`config.mk`:
```
export PLATFORM = sky130hd
export DESIGN_NAME = vfce_top
export DESIGN_NICKNAME = d
export VERILOG_FILES = /design/src/design/vfce_pkg.sv /design/src/design/vfce_reg_if.sv /design/src/design/vfce_enable_reg.sv /design/src/design/vfce_irq_ctrl.sv /design/src/design/vfce_top.sv
export VERILOG_INCLUDE_DIRS = /design/src /design/src/design
export SDC_FILE = /design/constraint.sdc
export NUM_CORES = 1
export LEC_CHECK = 0
export BUFFER_PORTS_ARGS = -buffer_cell sky130_fd_sc_hd__buf_4
export CAP_MARGIN = 20
export CORE_ASPECT_RATIO = 0.6
export CORE_MARGIN = 3
export CORE_UTILIZATION = 55
export CTS_BUF_LIST = sky130_fd_sc_hd__clkbuf_16
export DETAILED_ROUTE_END_ITERATION = 16
export PLACE_DENSITY = 0.85
export SYNTH_ARGS = -nofsm -noshare
export SYNTH_HDL_FRONTEND = slang
export SYNTH_SLANG_ARGS = --single-unit
```
`constraint.sdc`:
```
create_clock -name CLK_IN -period 7.8 [get_ports CLK_IN]
set_clock_uncertainty 0.05 [all_clocks]
set_input_delay 0.39 -clock CLK_IN [delete_from_list [all_inputs] [get_ports CLK_IN]]
set_output_delay 0.39 -clock CLK_IN [all_outputs]
set_load 0.02 [all_outputs]
```
`src/design/vfce_defs.svh`:
```
// Offsets, field positions, reset values and widths of the fault-check enable bank
`ifndef VFCE_DEFS_SVH
`define VFCE_DEFS_SVH
`define VFCE_ADDR_W 8
`define VFCE_DATA_W 16
`define VFCE_ADDR_OVER 8'h1a
`define VFCE_ADDR_UNDER 8'h1b
`define VFCE_ADDR_AUX 8'h1c
`define VFCE_ADDR_STATUS 8'h30
`define VFCE_ADDR_MASK 8'h31
`define VFCE_ADDR_AUX_EFF 8'h32
`define VFCE_ADDR_LAST_OVER 8'h33
`define VFCE_ADDR_LAST_UNDER 8'h34
`define VFCE_ADDR_LAST_AUX 8'h35
`define VFCE_CELLS 14
`define VFCE_CELL_MSB 13
`define VFCE_BLK_BIT 14
`define VFCE_BANK_W 15
`define VFCE_AUX_W 6
`define VFCE_TWI_AUX_BITS 6'h03
`define VFCE_EVT_W 5
`define VFCE_EVT_CELL_OVER 0
`define VFCE_EVT_BLK_OVER 1
`define VFCE_EVT_CELL_UNDER 2
`define VFCE_EVT_BLK_UNDER 3
`define VFCE_EVT_AUX_COLD 4
`define VFCE_RST_WORD 16'h0000
`endif

```
`src/design/vfce_pkg.sv`:
```
// Types shared by the fault-check enable bank
package vfce_pkg;
  `include "vfce_defs.svh"
  typedef logic [`VFCE_ADDR_W-1:0] vfce_addr_t;
  typedef logic [`VFCE_DATA_W-1:0] vfce_word_t;
  typedef logic [`VFCE_AUX_W-1:0] vfce_aux_t;
  typedef logic [`VFCE_CELLS-1:0] vfce_cell_t;
  typedef logic [`VFCE_EVT_W-1:0] vfce_evt_t;
  // Register selected by the current address
  typedef enum logic [8:0] {
    VFCE_SEL_NONE = 9'h001, VFCE_SEL_OVER = 9'h002, VFCE_SEL_UNDER = 9'h004,
    VFCE_SEL_AUX = 9'h008, VFCE_SEL_STATUS = 9'h010, VFCE_SEL_MASK = 9'h020,
    VFCE_SEL_AUX_EFF = 9'h040, VFCE_SEL_LAST_OV = 9'h080, VFCE_SEL_LAST_UV = 9'h100
  } vfce_sel_t;
endpackage

```
`src/design/vfce_reg_if.sv`:
```
// Write path and state of one enable register
`timescale 1ns/1ps
interface vfce_reg_if #(parameter int WIDTH = 15);
  logic wr;
  logic [WIDTH-1:0] wdata;
  logic [WIDTH-1:0] value;
  logic [WIDTH-1:0] clr;
  modport owner (input wr, input wdata, output value, output clr);
  modport user (output wr, output wdata, input value, input clr);
endinterface

```
`src/design/vfce_enable_reg.sv`:
```
// One enable register with an alert-clear pulse for each bit that falls
`timescale 1ns/1ps
module vfce_enable_reg #(parameter int WIDTH = 15) (
  input wire logic clk_in,      // System clock
  input wire logic rst_in,      // Async reset, high
  vfce_reg_if.owner bank        // Write path and state
);
  import vfce_pkg::*;

  always_ff @(posedge clk_in or posedge rst_in) begin
    if (rst_in) begin
      bank.value <= '0;
    end else if (bank.wr) begin
      bank.value <= bank.wdata;
    end
  end

  // Falling enable drops the latched alert; pulse lasts one cycle
  always_ff @(posedge clk_in or posedge rst_in) begin
    if (rst_in) begin
      bank.clr <= '0;
    end else if (bank.wr) begin
      bank.clr <= bank.value & ~bank.wdata;
    end else begin
      bank.clr <= '0;
    end
  end
endmodule

```
`src/design/vfce_irq_ctrl.sv`:
```
// Sticky event status, mask and level interrupt
`timescale 1ns/1ps
module vfce_irq_ctrl (
  input wire logic clk_in,                  // System clock
  input wire logic rst_in,                  // Async reset, high
  input wire vfce_pkg::vfce_evt_t evt_in,   // Event pulses
  input wire logic mask_wr_in,              // Mask write
  input wire vfce_pkg::vfce_evt_t mask_in,  // New mask
  input wire logic status_rd_in,            // Status read, clears
  output vfce_pkg::vfce_evt_t status_out,   // Sticky status
  output vfce_pkg::vfce_evt_t mask_out,     // Mask, 1 enables
  output logic irq_out                      // Level interrupt
);
  import vfce_pkg::*;

  // Set wins over the read-clear so no event is lost
  always_ff @(posedge clk_in or posedge rst_in) begin
    if (rst_in) begin
      status_out <= '0;
    end else if (status_rd_in) begin
      status_out <= evt_in;
    end else begin
      status_out <= status_out | evt_in;
    end
  end

  always_ff @(posedge clk_in or posedge rst_in) begin
    if (rst_in) begin
      mask_out <= '0;
    end else if (mask_wr_in) begin
      mask_out <= mask_in;
    end
  end

  always_ff @(posedge clk_in or posedge rst_in) begin
    if (rst_in) begin
      irq_out <= 1'b0;
    end else begin
      irq_out <= |(evt_in & next_mask()) | (|(status_out & ~clr_now() & next_mask()));
    end
  end

  function automatic vfce_evt_t next_mask();
    return mask_wr_in ? mask_in : mask_out;
  endfunction

  function automatic vfce_evt_t clr_now();
    return status_rd_in ? status_out : '0;
  endfunction
endmodule

```
`src/design/vfce_top.sv`:
```
// Overvoltage, undervoltage and cold fault-check enable bank with scan qualification
`timescale 1ns/1ps
`include "vfce_defs.svh"
module vfce_top (
  input wire logic CLK_IN,                                   // 25 MHz clock
  input wire logic RST_IN,                                   // Async reset, high
  input wire vfce_pkg::vfce_addr_t ADDR_IN,                  // Register address
  input wire vfce_pkg::vfce_word_t WDATA_IN,                 // Write data
  input wire logic WR_IN,                                    // Write strobe
  input wire logic RD_IN,                                    // Read strobe
  output vfce_pkg::vfce_word_t RDATA_OUT,                    // Read data, next cycle
  input wire vfce_pkg::vfce_aux_t PIN_GPIO_MODE_EN_IN,       // Aux pin in GPIO mode
  input wire logic PIN_TWOWIRE_MODE_EN_IN,                   // Aux 1:0 in two-wire mode
  input wire vfce_pkg::vfce_aux_t AUX_REFERENCE_SELECT_IN,   // 1 ratiometric, 0 absolute
  input wire logic SCAN_VALID_IN,                            // Scan hits valid
  input wire vfce_pkg::vfce_cell_t CELL_OVER_HIT_IN,         // Cell above threshold
  input wire logic BLOCK_OVER_HIT_IN,                        // Block above threshold
  input wire vfce_pkg::vfce_cell_t CELL_UNDER_HIT_IN,        // Cell below threshold
  input wire logic BLOCK_UNDER_HIT_IN,                       // Block below threshold
  input wire vfce_pkg::vfce_aux_t AUX_RATIO_COLD_HIT_IN,     // Ratiometric cold hit
  input wire vfce_pkg::vfce_aux_t AUX_ABS_COLD_HIT_IN,       // Absolute cold hit
  output vfce_pkg::vfce_cell_t CELL_OVER_CHECK_EN_OUT,       // Cell OV enables
  output logic BLOCK_OVER_CHECK_EN_OUT,                      // Block OV enable
  output vfce_pkg::vfce_cell_t CELL_UNDER_CHECK_EN_OUT,      // Cell UV enables
  output logic BLOCK_UNDER_CHECK_EN_OUT,                     // Block UV enable
  output vfce_pkg::vfce_aux_t AUX_COLD_CHECK_EN_OUT,         // Effective cold enables
  output vfce_pkg::vfce_cell_t CELL_OVER_FAULT_OUT,          // Qualified cell OV
  output logic BLOCK_OVER_FAULT_OUT,                         // Qualified block OV
  output vfce_pkg::vfce_cell_t CELL_UNDER_FAULT_OUT,         // Qualified cell UV
  output logic BLOCK_UNDER_FAULT_OUT,                        // Qualified block UV
  output vfce_pkg::vfce_aux_t AUX_COLD_FAULT_OUT,            // Qualified cold
  output vfce_pkg::vfce_cell_t CELL_OVER_ALERT_CLR_OUT,      // Cell OV alert clear
  output logic BLOCK_OVER_ALERT_CLR_OUT,                     // Block OV alert clear
  output vfce_pkg::vfce_cell_t CELL_UNDER_ALERT_CLR_OUT,     // Cell UV alert clear
  output logic BLOCK_UNDER_ALERT_CLR_OUT,                    // Block UV alert clear
  output vfce_pkg::vfce_aux_t AUX_COLD_ALERT_CLR_OUT,        // Cold alert clear
  output logic IRQ_OUT                                       // Level interrupt
);
  import vfce_pkg::*;

  vfce_sel_t sel;
  vfce_aux_t aux_eff;
  vfce_aux_t aux_hit;
  vfce_aux_t twi_bits;
  vfce_evt_t evt;
  vfce_evt_t status;
  vfce_evt_t mask;
  vfce_word_t next_rdata;
  logic [`VFCE_BANK_W-1:0] last_over;
  logic [`VFCE_BANK_W-1:0] last_under;
  vfce_aux_t aux_cold_en;

  vfce_reg_if #(.WIDTH(`VFCE_BANK_W)) over_bank ();
  vfce_reg_if #(.WIDTH(`VFCE_BANK_W)) under_bank ();
  vfce_reg_if #(.WIDTH(`VFCE_AUX_W)) aux_bank ();

  // Address decode
  always_comb begin
    unique case (ADDR_IN)
      `VFCE_ADDR_OVER: begin
        sel = VFCE_SEL_OVER;
      end
      `VFCE_ADDR_UNDER: begin
        sel = VFCE_SEL_UNDER;
      end
      `VFCE_ADDR_AUX: begin
        sel = VFCE_SEL_AUX;
      end
      `VFCE_ADDR_STATUS: begin
        sel = VFCE_SEL_STATUS;
      end
      `VFCE_ADDR_MASK: begin
        sel = VFCE_SEL_MASK;
      end
      `VFCE_ADDR_AUX_EFF: begin
        sel = VFCE_SEL_AUX_EFF;
      end
      `VFCE_ADDR_LAST_OVER: begin
        sel = VFCE_SEL_LAST_OV;
      end
      `VFCE_ADDR_LAST_UNDER: begin
        sel = VFCE_SEL_LAST_UV;
      end
      default: begin
        sel = VFCE_SEL_NONE;
      end
    endcase
  end

  // Bit 15 of the bank words is unused and never stored
  assign over_bank.wr = WR_IN && (sel == VFCE_SEL_OVER);
  assign over_bank.wdata = WDATA_IN[`VFCE_BANK_W-1:0];
  assign under_bank.wr = WR_IN && (sel == VFCE_SEL_UNDER);
  assign under_bank.wdata = WDATA_IN[`VFCE_BANK_W-1:0];
  assign aux_bank.wr = WR_IN && (sel == VFCE_SEL_AUX);
  assign aux_bank.wdata = WDATA_IN[`VFCE_AUX_W-1:0];

  vfce_enable_reg #(.WIDTH(`VFCE_BANK_W)) u_over (
    .clk_in(CLK_IN),
    .rst_in(RST_IN),
    .bank(over_bank.owner)
  );

  vfce_enable_reg #(.WIDTH(`VFCE_BANK_W)) u_under (
    .clk_in(CLK_IN),
    .rst_in(RST_IN),
    .bank(under_bank.owner)
  );

  vfce_enable_reg #(.WIDTH(`VFCE_AUX_W)) u_aux (
    .clk_in(CLK_IN),
    .rst_in(RST_IN),
    .bank(aux_bank.owner)
  );

  // stored enables drive the scan engine directly
  assign CELL_OVER_CHECK_EN_OUT = over_bank.value[`VFCE_CELL_MSB:0];
  assign BLOCK_OVER_CHECK_EN_OUT = over_bank.value[`VFCE_BLK_BIT];
  // stored enables drive the scan engine directly
  assign CELL_UNDER_CHECK_EN_OUT = under_bank.value[`VFCE_CELL_MSB:0];
  assign BLOCK_UNDER_CHECK_EN_OUT = under_bank.value[`VFCE_BLK_BIT];

  // alert clears on a falling enable
  assign CELL_OVER_ALERT_CLR_OUT = over_bank.clr[`VFCE_CELL_MSB:0];
  assign BLOCK_OVER_ALERT_CLR_OUT = over_bank.clr[`VFCE_BLK_BIT];
  // alert clears on a falling enable
  assign CELL_UNDER_ALERT_CLR_OUT = under_bank.clr[`VFCE_CELL_MSB:0];
  assign BLOCK_UNDER_ALERT_CLR_OUT = under_bank.clr[`VFCE_BLK_BIT];
  // cold alert clears, whether or not the pin mode hides the enable
  assign AUX_COLD_ALERT_CLR_OUT = aux_bank.clr;

  // two-wire mode takes aux pins 1:0
  assign twi_bits = PIN_TWOWIRE_MODE_EN_IN ? `VFCE_TWI_AUX_BITS : '0;

  // GPIO mode hides the enable without touching the stored bit
  assign aux_eff = aux_bank.value & ~PIN_GPIO_MODE_EN_IN & ~twi_bits;

  // reference select picks which threshold result counts
  assign aux_hit = (AUX_REFERENCE_SELECT_IN & AUX_RATIO_COLD_HIT_IN)
                 | (~AUX_REFERENCE_SELECT_IN & AUX_ABS_COLD_HIT_IN);

  // effective enables as seen by the scan engine
  always_ff @(posedge CLK_IN or posedge RST_IN) begin
    if (RST_IN) begin
      aux_cold_en <= '0;
    end else begin
      aux_cold_en <= aux_eff;
    end
  end

  assign AUX_COLD_CHECK_EN_OUT = aux_cold_en;

  // overvoltage hits count only where enabled
  always_ff @(posedge CLK_IN or posedge RST_IN) begin
    if (RST_IN) begin
      CELL_OVER_FAULT_OUT <= '0;
      BLOCK_OVER_FAULT_OUT <= 1'b0;
    end else if (SCAN_VALID_IN) begin
      CELL_OVER_FAULT_OUT <= CELL_OVER_HIT_IN & over_bank.value[`VFCE_CELL_MSB:0];
      BLOCK_OVER_FAULT_OUT <= BLOCK_OVER_HIT_IN & over_bank.value[`VFCE_BLK_BIT];
    end else begin
      CELL_OVER_FAULT_OUT <= '0;
      BLOCK_OVER_FAULT_OUT <= 1'b0;
    end
  end

  // undervoltage hits count only where enabled
  always_ff @(posedge CLK_IN or posedge RST_IN) begin
    if (RST_IN) begin
      CELL_UNDER_FAULT_OUT <= '0;
      BLOCK_UNDER_FAULT_OUT <= 1'b0;
    end else if (SCAN_VALID_IN) begin
      CELL_UNDER_FAULT_OUT <= CELL_UNDER_HIT_IN & under_bank.value[`VFCE_CELL_MSB:0];
      BLOCK_UNDER_FAULT_OUT <= BLOCK_UNDER_HIT_IN & under_bank.value[`VFCE_BLK_BIT];
    end else begin
      CELL_UNDER_FAULT_OUT <= '0;
      BLOCK_UNDER_FAULT_OUT <= 1'b0;
    end
  end

  // cold hits count only where the effective enable is set
  always_ff @(posedge CLK_IN or posedge RST_IN) begin
    if (RST_IN) begin
      AUX_COLD_FAULT_OUT <= '0;
    end else if (SCAN_VALID_IN) begin
      AUX_COLD_FAULT_OUT <= aux_hit & aux_eff;
    end else begin
      AUX_COLD_FAULT_OUT <= '0;
    end
  end

  // Snapshot of the last scan's qualified overvoltage and undervoltage results for software
  always_ff @(posedge CLK_IN or posedge RST_IN) begin
    if (RST_IN) begin
      last_over <= '0;
      last_under <= '0;
    end else if (SCAN_VALID_IN) begin
      last_over <= over_bank.value & {BLOCK_OVER_HIT_IN, CELL_OVER_HIT_IN};
      last_under <= under_bank.value & {BLOCK_UNDER_HIT_IN, CELL_UNDER_HIT_IN};
    end
  end

  // Interrupt events: any qualified fault of each kind in this scan
  always_comb begin
    evt = '0;
    if (SCAN_VALID_IN) begin
      evt[`VFCE_EVT_CELL_OVER] = |(CELL_OVER_HIT_IN & over_bank.value[`VFCE_CELL_MSB:0]);
      evt[`VFCE_EVT_BLK_OVER] = BLOCK_OVER_HIT_IN & over_bank.value[`VFCE_BLK_BIT];
      evt[`VFCE_EVT_CELL_UNDER] = |(CELL_UNDER_HIT_IN & under_bank.value[`VFCE_CELL_MSB:0]);
      evt[`VFCE_EVT_BLK_UNDER] = BLOCK_UNDER_HIT_IN & under_bank.value[`VFCE_BLK_BIT];
      evt[`VFCE_EVT_AUX_COLD] = |(aux_hit & aux_eff);
    end
  end

  vfce_irq_ctrl u_irq (
    .clk_in(CLK_IN),
    .rst_in(RST_IN),
    .evt_in(evt),
    .mask_wr_in(WR_IN && (sel == VFCE_SEL_MASK)),
    .mask_in(WDATA_IN[`VFCE_EVT_W-1:0]),
    .status_rd_in(RD_IN && (sel == VFCE_SEL_STATUS)),
    .status_out(status),
    .mask_out(mask),
    .irq_out(IRQ_OUT)
  );

  // read mux: unused bits and unmapped addresses read zero
  always_comb begin
    next_rdata = `VFCE_RST_WORD;
    unique case (sel)
      VFCE_SEL_OVER: begin
        next_rdata = {1'b0, over_bank.value};
      end
      VFCE_SEL_UNDER: begin
        next_rdata = {1'b0, under_bank.value};
      end
      VFCE_SEL_AUX: begin
        // read back the stored bits, not the effective ones
        next_rdata = {10'h000, aux_bank.value};
      end
      VFCE_SEL_STATUS: begin
        next_rdata = {11'h000, status};
      end
      VFCE_SEL_MASK: begin
        next_rdata = {11'h000, mask};
      end
      VFCE_SEL_AUX_EFF: begin
        next_rdata = {10'h000, aux_eff};
      end
      VFCE_SEL_LAST_OV: begin
        next_rdata = {1'b0, last_over};
      end
      VFCE_SEL_LAST_UV: begin
        next_rdata = {1'b0, last_under};
      end
      VFCE_SEL_NONE: begin
        next_rdata = `VFCE_RST_WORD;
      end
    endcase
  end

  // Read data stands only in the cycle after the strobe
  always_ff @(posedge CLK_IN or posedge RST_IN) begin
    if (RST_IN) begin
      RDATA_OUT <= `VFCE_RST_WORD;
    end else if (RD_IN) begin
      RDATA_OUT <= next_rdata;
    end else begin
      RDATA_OUT <= `VFCE_RST_WORD;
    end
  end
endmodule

```
==> run summary, run 1 <==
For the detailed-placement wirelength estimate, the log shows 13210 µm. Average via count per standard cell: 5.964. The logs give 0.5721 for the effective utilization at floorplan and 30200 µm for the first-pass GRT wire length. The CTS sink count was 170. The share of cells above drive strength 1 was 0.3889. The run finished with clean final reports.

The run gives 0 as the final-report max-slew violation count. The combined buffer and inverter count along the critical path was 1. In this run the tool buffered the top-level ports with 206 buffer cells. The smallest clock period supported by the final layout is computed as 2589 ps. The most used flip-flop cell after synthesis is sky130_fd_sc_hd__dfrtp_1. The global routing's busiest layer was met2.

The worst slew margin relative to its limit is 0.3118, and the portion of the post-synthesis area used by sequential elements is 0.6474. The tools report the overall fraction of global-route tracks in use as 0.2943. The maximum operating frequency was 386.2 MHz. After layout, the worst setup slack is 5211 ps. The startpoint identified for the worst register-to-register timing path is u_over.bank.value[6]$_DFFE_PP0P_.

The path with the worst hold slack has its endpoint at u_over.bank.clr[11]$_DFF_PP0_. Among all stages on the critical path, the largest delay is contributed by sky130_fd_sc_hd__nor4_2. The category of the critical setup timing path was input port to flip-flop. Adding up every negative setup slack in the final design gives 0 ps. The number of enable flip-flop cells after synthesis came out at 0. The count of different cell masters after synthesis was 49. Row generation in the floorplan step produced 30 rows. The number of antenna diodes in the final layout is 0. The logs give 0.4445 for the met2 track utilization from global routing and 6 for the iteration count of the initial detailed-routing pass. The cts-stage hold buffer count was 0.

The floorplan die area was 0.01334 mm²; the layout overhead on the synthesized area was 35.30%. Number of cells on the critical path: 5. The logs give 0 for the number of gates resized after cts and 0.8389 for the final weighted congestion of routability-driven global placement. In the routed design, unresolved DRC markers number 0.

TritonCTS created 17 clock buffers. The cell area after technology mapping was 0.006571 mm². The power density over the cells is 215.2 mW/mm², and the total via count after detailed routing is 5141. The largest area contributor in the netlist was sky130_fd_sc_hd__dfrtp_1.

Setup violations remaining at the end of the flow were counted as 0. The logs give 0 for the final count of hold timing violations and 773 for the number of nets at the end of the flow. In this run the horizontal extent of the chip is 147.1 µm. The number of H-tree levels was 4; the peak per-stage delay on the critical path was 890 ps. The worst setup path is captured at a flip-flop.

The largest fanout on the critical path was 12. The endpoint identified for the worst register-to-register timing path is u_irq.irq_out$_DFF_PP0_. The proportion of register bits with asynchronous set or reset after synthesis is 1.000, and the total power is 0.001913 W.

Clock-pin slew was measured on the worst setup and hold paths at 70 ps. The first-iteration detailed-routing DRC count was 391. The startpoint type of the worst setup path was an input port. The global routing met1 resource utilization came out at 0.4189. Setup repair after global routing left no endpoint under its margin. Clock root buffer master: sky130_fd_sc_hd__clkbuf_16. The top-area cell type share of the netlist area is 0.6474, and the synthesized instance count is 479. The critical path goes through buf_4, or2_2, nor4_2, nand2_1, mux2_2. The tools report the sum of routed wire length over all layers as 19140 µm.

The remaining global-route overflow was 0; the total of max-cap violations was 0. The count of synthesis-stage warnings from yosys is 0. The run gives 2840 ps as the arrival time of data at the critical path endpoint. Summed over all cells, the static leakage comes to 4.821 nW. By area the synthesized netlist is led by sky130_fd_sc_hd__dfrtp_1, sky130_fd_sc_hd__mux2_1, sky130_fd_sc_hd__nor3b_1. The global routing usage on met3 is 0.09529. The number of antenna-violating nets in the routed design was 0. The number of register bits inferred by synthesis is 170. The number of nets handed over by synthesis was 563. The number of cells on the worst reg-to-reg path is 5. The most numerous cell in the Yosys netlist was sky130_fd_sc_hd__dfrtp_1.

The later pin in the worst-skew pair is clocked with a latency of 410 ps. The maximum resistive drop on vdd was 0.0002106 V; the die height was 90.67 µm. The run gives 2 as the deepest clock path buffer count.

The actual slew at the worst max-slew pin came out at 1024 ps. In the final routed layout, each cell accounts on average for 22.20 µm. The reg-to-reg setup timing slack was 5820 ps; the number of post-CTS setup repair buffers was 0. The floorplan step defined a core boundary enclosing 0.01149 mm². For the initial antenna violation count, the log shows 0. Type of the worst min-delay path: input port to flip-flop. The kind of cell with the highest combined delay along the critical path is simple AND/OR/NAND/NOR gates.

The commonest cells after synthesis are sky130_fd_sc_hd__dfrtp_1, sky130_fd_sc_hd__nor3b_1, sky130_fd_sc_hd__a21o_1, sky130_fd_sc_hd__and3_1, sky130_fd_sc_hd__mux2_1. The share of the clock period used by the worst path after layout was 0.3319; the cell depth of the worst hold path was 2. At the placement stage, the worst setup path has a slack of 4887 ps.

The beginning of the worst hold path was WDATA_IN[11]. Required time of the critical path: 8050 ps. TritonCTS built the clock tree. For the worst hold slack across all endpoints, the log shows 102.1 ps. Entering global routing, the biggest net connects 120 pins. The tools report the I/O pin count as 209. The post-synthesis average cell area was 13.72 µm².

The via count of the first global-routing pass came out at 5401.
==> state kept, by name, indices dropped and copies added, names as in the netlist, 14 cells and up <==
signal                flops
CELL_OVER_FAULT_OUT      14
last_under               15
CELL_UNDER_FAULT_OUT     14
u_under.bank.value       15
last_over                15
u_over.bank.clr          15
RDATA_OUT                15
u_over.bank.value        15
u_under.bank.clr         15
==> area by class of cell <==
class / count / area, µm²
clock buffers: 17 / 425.4
clock inverters: 15 / 152.6
fillers: 736 / 2595
inverters: 6 / 27.53
multi-input cells: 280 / 2198
flip-flops and latches: 170 / 4254
well taps: 160 / 200.2
repair buffers: 214 / 1633
==> stage by stage <==
stage,instance area (µm²),utilization,std cells
detailed placement,8264,0.7195,827
global route,8891,0.7741,862
floorplan,6571,-,479
global placement,8264,0.7195,827
CTS,8842,0.7698,859
finish,8891,0.7741,862
==> report_power, final <==
group,switching (W),internal [W],total [W]
clock network,0.000348,0.000472,0.000820
logic,0.0000879,0.0000748,0.000163
registers,0.0000237,0.000907,0.000931
==> how the worst max path moves through the flow <==
stage / start / endpoint / slack (ps)
5_1_grt: ADDR_IN[2] / u_over.bank.value[10]$_DFFE_PP0P_ / 5160
6_report: ADDR_IN[7] / u_aux.bank.value[5]$_DFFE_PP0P_ / 5210
2_1_floorplan: RST_IN / AUX_COLD_CHECK_EN_OUT[0]$_DFF_PP0_ / 2760
4_1_cts: ADDR_IN[2] / u_over.bank.value[5]$_DFFE_PP0P_ / 5300
3_3_place_gp: ADDR_IN[2] / u_over.bank.value[12]$_DFFE_PP0P_ / 4960
3_5_place_dp: ADDR_IN[2] / u_over.bank.value[10]$_DFFE_PP0P_ / 4890
==> layer usage <==
metal  wire [µm]  vias up
li1            -     2193
met2        9040      298
met4         116        0
met1        7883     2636
met5           0        -
met3        2095       14
==> cells in the final DEF, fill, tap and decap left out, types with 6 or more instances in the layout <==
cell type / n
sky130_fd_sc_hd__a22o_1: 8
sky130_fd_sc_hd__mux2_1: 28
sky130_fd_sc_hd__a21o_1: 32
sky130_fd_sc_hd__nor2_1: 6
sky130_fd_sc_hd__dfrtp_1: 170
sky130_fd_sc_hd__clkbuf_16: 17
sky130_fd_sc_hd__o21ai_0: 8
sky130_fd_sc_hd__nand2_1: 15
sky130_fd_sc_hd__buf_4: 211
sky130_fd_sc_hd__nor3b_1: 38
sky130_fd_sc_hd__a21oi_1: 15
sky130_fd_sc_hd__and3_1: 32
sky130_fd_sc_hd__nor2b_1: 6
sky130_fd_sc_hd__a22oi_1: 26
sky130_fd_sc_hd__mux2_2: 17
sky130_fd_sc_hd__inv_1: 6
==> logic make-up after synthesis <==
logic type / synth area share
compound gates: 0.1219
buf+inv: 0.01942
flops: 0.6474
mux: 0.09006
other cells: 0.0005707
simple gates: 0.1207
(Power assumes the default switching activity.)
==> run 2, diff against run 1 <==
--- a/config.mk
+++ b/config.mk
@@ -10,10 +10,10 @@
 export CAP_MARGIN = 20
 export CORE_ASPECT_RATIO = 0.6
 export CORE_MARGIN = 3
-export CORE_UTILIZATION = 55
+export CORE_UTILIZATION = 51
 export CTS_BUF_LIST = sky130_fd_sc_hd__clkbuf_16
 export DETAILED_ROUTE_END_ITERATION = 16
-export PLACE_DENSITY = 0.85
+export PLACE_DENSITY = 0.8
 export SYNTH_ARGS = -nofsm -noshare
 export SYNTH_HDL_FRONTEND = slang
 export SYNTH_SLANG_ARGS = --single-unit
==> constraint.sdc (replaced) <==
create_clock -name CLK_IN -period 2.5 [get_ports CLK_IN]
set_clock_uncertainty 0.05 [all_clocks]
set_input_delay 0.125 -clock CLK_IN [delete_from_list [all_inputs] [get_ports CLK_IN]]
set_output_delay 0.125 -clock CLK_IN [all_outputs]
set_load 0.02 [all_outputs]
==> run 2 against run 1 <==
- global-route usage shrank 1.2 points
- clock-buffer cell count is the same
- non-clock buffer count grew 62
- flip-flop and latch count is the same
- first-iteration DRC count grew 0.77%
- sequential share of layout area shrank 2.9 points
- cell area grew 6.4%
- final cell count grew 7.8%
- hold slack lost 74 ps
- via count grew 2.3%
- total power grew to 3.1 times the previous value
- largest cell class unchanged
==> run summary, run 2 (same netlist as run 1, synthesis figures left out) <==
The power density over the cells was 618.6 mW/mm² (was 215.2 mW/mm²). The global routing met1 resource utilization came out at 0.3917 (was 0.4189). The arrival time of data at the critical path endpoint was 2420 ps (was 2840 ps). The share of the clock period used by the worst path after layout was 0.8601; the I/O pin count was 209 (unchanged). The tools report the first-pass GRT wire length as 31040 µm (was 30200 µm). The category of cells accounting for the largest share of critical-path delay is buffers and inverters (was simple AND/OR/NAND/NOR gates). The remaining global-route overflow was 0 (unchanged); the sequential fraction of design power was 0.497 (was 0.486).

The standby leakage power was 5.065 nW (was 4.821 nW); the number of post-CTS setup repair buffers was 0 (unchanged). Average via count per standard cell: 5.661 (was 5.964). Critical-path cell with the highest stage delay: sky130_fd_sc_hd__dlygate4sd3_1 (was sky130_fd_sc_hd__nor4_2).

The share of cells above drive strength 1 was 0.3678 (was 0.3889); the required time of the critical path was 2770 ps (was 8050 ps). The tools report the clock root buffer master as sky130_fd_sc_hd__clkbuf_16 (unchanged). The most frequent standard cell in the layout excluding fill and tap cells was sky130_fd_sc_hd__buf_4 (unchanged). The worst slew margin relative to its limit was 0.6129 (was 0.3118); the clock latency on the worst-skew pair was 420 ps (was 410 ps). The number of cells on the critical path works out to 6 (was 5). The global routing's busiest layer was met2 (unchanged).

The number of diodes added for antenna fixing is 0 (unchanged). The part of the power in combinational logic is 0.100 (was 0.085). The clock transition at the registers of the reported paths is 60 ps (was 70 ps), and the depth of the worst register-to-register path is 6 (was 5). The switching power summed over all nets is 0.001460 W (was 0.0004594 W). Based on the critical path, the design can be clocked at up to 465.1 MHz.

The maximum resistive drop on vdd was 0.0004938 V (was 0.0002106 V); the routed wire length per instance was 21.30 µm (was 22.20 µm). For the detailed-placement wirelength estimate, the log shows 13420 µm (was 13210 µm). The cts-stage hold buffer count was 55 (was 0). The run finished with clean final reports.

The pin count of the biggest net entering global routing came out at 52 (was 120). The number of antenna-violating nets in the routed design is 0 (unchanged). Critical path endpoint category: a flip-flop (unchanged). For the number of clock buffers inserted by TritonCTS, the log shows 17 (unchanged). The global routing usage on met3 came out at 0.07041 (was 0.09529). The type of the worst min-delay path is input port to flip-flop (unchanged). Final weighted congestion of routability-driven global placement: 0.8533 (was 0.8389). The die height was 93.93 µm (was 90.67 µm); the number of nets at the end of the flow was 835 (was 773). The startpoint type of the worst setup path is a flip-flop (was an input port). The filler-free cell count of the finished design was 929 (was 862); the total via count after detailed routing was 5259 (was 5141).

The run gives 0.4487 (was 0.4445) as the met2 track utilization from global routing. Leading cell types in the layout, fill and taps excluded: sky130_fd_sc_hd__buf_4, sky130_fd_sc_hd__dfrtp_1, sky130_fd_sc_hd__dlygate4sd3_1, sky130_fd_sc_hd__nor3b_1 (was sky130_fd_sc_hd__buf_4, sky130_fd_sc_hd__dfrtp_1, sky130_fd_sc_hd__nor3b_1, sky130_fd_sc_hd__and3_1, sky130_fd_sc_hd__a21o_1). Setup repair after global routing left no endpoint under its margin. The count of fill cells added during filler insertion was 809 (was 736); the layout overhead on the synthesized area was 43.95% (was 35.30%). For the overall fraction of global-route tracks in use, the log shows 0.2819 (was 0.2943).

The floorplan die width was 152.5 µm (was 147.1 µm); the deepest clock path buffer count was 2 (unchanged). The number of cells in the design after placement was 842 (was 827). The category of the critical setup timing path was flip-flop to flip-flop (was input port to flip-flop). The logs give 8 (was 6) for the iteration count of the initial detailed-routing pass and 0 (unchanged) for the final count of hold timing violations. The initial antenna violation count was 0 (unchanged). For the number of remaining DRC errors, the log shows 0 (unchanged).

The run gives 0 (unchanged) as the number of gates resized after cts. The run gives 31 (was 30) as the count of standard-cell rows. The combined buffer and inverter count along the critical path came out at 1 (unchanged). For the sum of routed wire length over all layers, the log shows 19790 µm (was 19140 µm). For the core box area, the log shows 0.01233 mm² (was 0.01149 mm²). The floorplan die area is 0.01433 mm² (was 0.01334 mm²), and the switching share of power is 0.2495 (was 0.2401). The peak per-stage delay on the critical path is 640 ps (was 890 ps).

The setup total negative slack is 0 ps (unchanged). The effective utilization at floorplan came out at 0.5328 (was 0.5721). The logs give 0 (unchanged) for the final-report max-slew violation count and 0 (unchanged) for the total of max-cap violations. Cell depth of the worst hold path: 3 (was 2). For the final number of setup-violating endpoints, the log shows 0 (unchanged).

The actual slew at the worst max-slew pin is 579.3 ps (was 1024 ps), and the CTS sink count is 170 (unchanged). The number of H-tree levels is 4 (unchanged). TritonCTS built the clock tree. The internal power consumption came out at 0.004391 W (was 0.001454 W). CP Cell Sequence: nor3b_1, dlygate4sd3_1, nand2_1, nand4_1, a21boi_1, o2111ai_1 (was buf_4, or2_2, nor4_2, nand2_1, mux2_2). The tools report the first-iteration detailed-routing DRC count as 394 (was 391). Counting I/O delays and the setup requirement, the final critical path takes 2150 ps. The quantity of I/O buffers inserted on ports came out at 206 (unchanged). The largest fanout on the critical path came out at 4 (was 12). The run gives 5599 (was 5401) as the via count of the first global-routing pass. The run gives 0.403 (was 0.429) as the clock power share.
## run 2: changes by cell type in the layout (fill, tap and decap cells not counted), moves of 2 or more
cell | before | now
sky130_fd_sc_hd__bufinv_16 | 2 | 0
sky130_fd_sc_hd__clkinv_2 | 1 | 3
sky130_fd_sc_hd__clkinv_4 | 5 | 2
sky130_fd_sc_hd__dlygate4sd3_1 | 1 | 55
sky130_fd_sc_hd__buf_12 | 0 | 3
sky130_fd_sc_hd__buf_4 | 211 | 218
sky130_fd_sc_hd__clkinvlp_4 | 2 | 4
## run 2: power groups by stage
stage,Clock [W],Sequential [W],Combinational (W)
final,0.00236,0.00291,0.000587
after global routing,0.00252,0.00291,0.000629
after CTS,0.00237,0.00290,0.000585
after detailed placement,0,0.00295,0.000511
after global placement,0,0.00295,0.000499
after floorplan,0,0.00297,0.000208
## run 2: final cells by class
class                           instances  area (µm²)  area share
Inverter                                6       26.28    0.002778
Clock inverter                         15       101.3     0.01071
Sequential cell                       170        4254      0.4497
Multi-Input combinational cell        280        2198      0.2324
Timing Repair Buffer                  276        2247      0.2376
Tap cell                              165       206.4     0.02183
Clock buffer                           17       425.4     0.04497
## run 2: path summary, 6_finish.rpt
path | startpoint | to | slack (ps)
min | PIN_GPIO_MODE_EN_IN[5] | AUX_COLD_CHECK_EN_OUT[5]$_DFF_PP0_ | 30
max reg2reg | u_aux.bank.value[1]$_DFFE_PP0P_ | u_irq.irq_out$_DFF_PP0_ | 350
min in group asynchronous | RST_IN | RDATA_OUT[7]$_DFF_PP0_ | 270
max in group asynchronous | RST_IN | u_under.bank.value[0]$_DFFE_PP0P_ | 1490
max | u_aux.bank.value[1]$_DFFE_PP0P_ | u_irq.irq_out$_DFF_PP0_ | 350
min reg2reg | last_over[12]$_DFFE_PP0P_ | last_over[12]$_DFFE_PP0P_ | 430
## run 2: worst reg2reg max path, delay by kind of cell, from the launching register on
family / cells / cell delay, ps
AND/OR/NAND/NOR: 3 / 630
flip-flops: 1 / 390
buffers and inverters: 1 / 640
AO/OA/AOI/OAI: 2 / 340
## run 2: through the flow
step	hold slack, ps	total power, W	setup slack [ps]	cell area (µm²)	utilization
6_report	27.95	0.005851	349.8	9459	0.7669
4_1_cts	10.30	0.005861	369.2	9459	0.7669
3_5_place_dp	126.2	0.003465	220.8	8382	0.6796
2_1_floorplan	144.8	0.003179	156.3	6575	-
3_3_place_gp	115.4	0.003448	281.5	8382	0.6796
5_1_grt	20.67	0.006058	246.6	9459	0.7669
## run 2: layer usage
metal / up-vias / share of wire
met5: - / 0
met1: 2675 / 0.44
met4: 0 / 0.0096
li1: 2319 / -
met3: 15 / 0.087
met2: 250 / 0.47
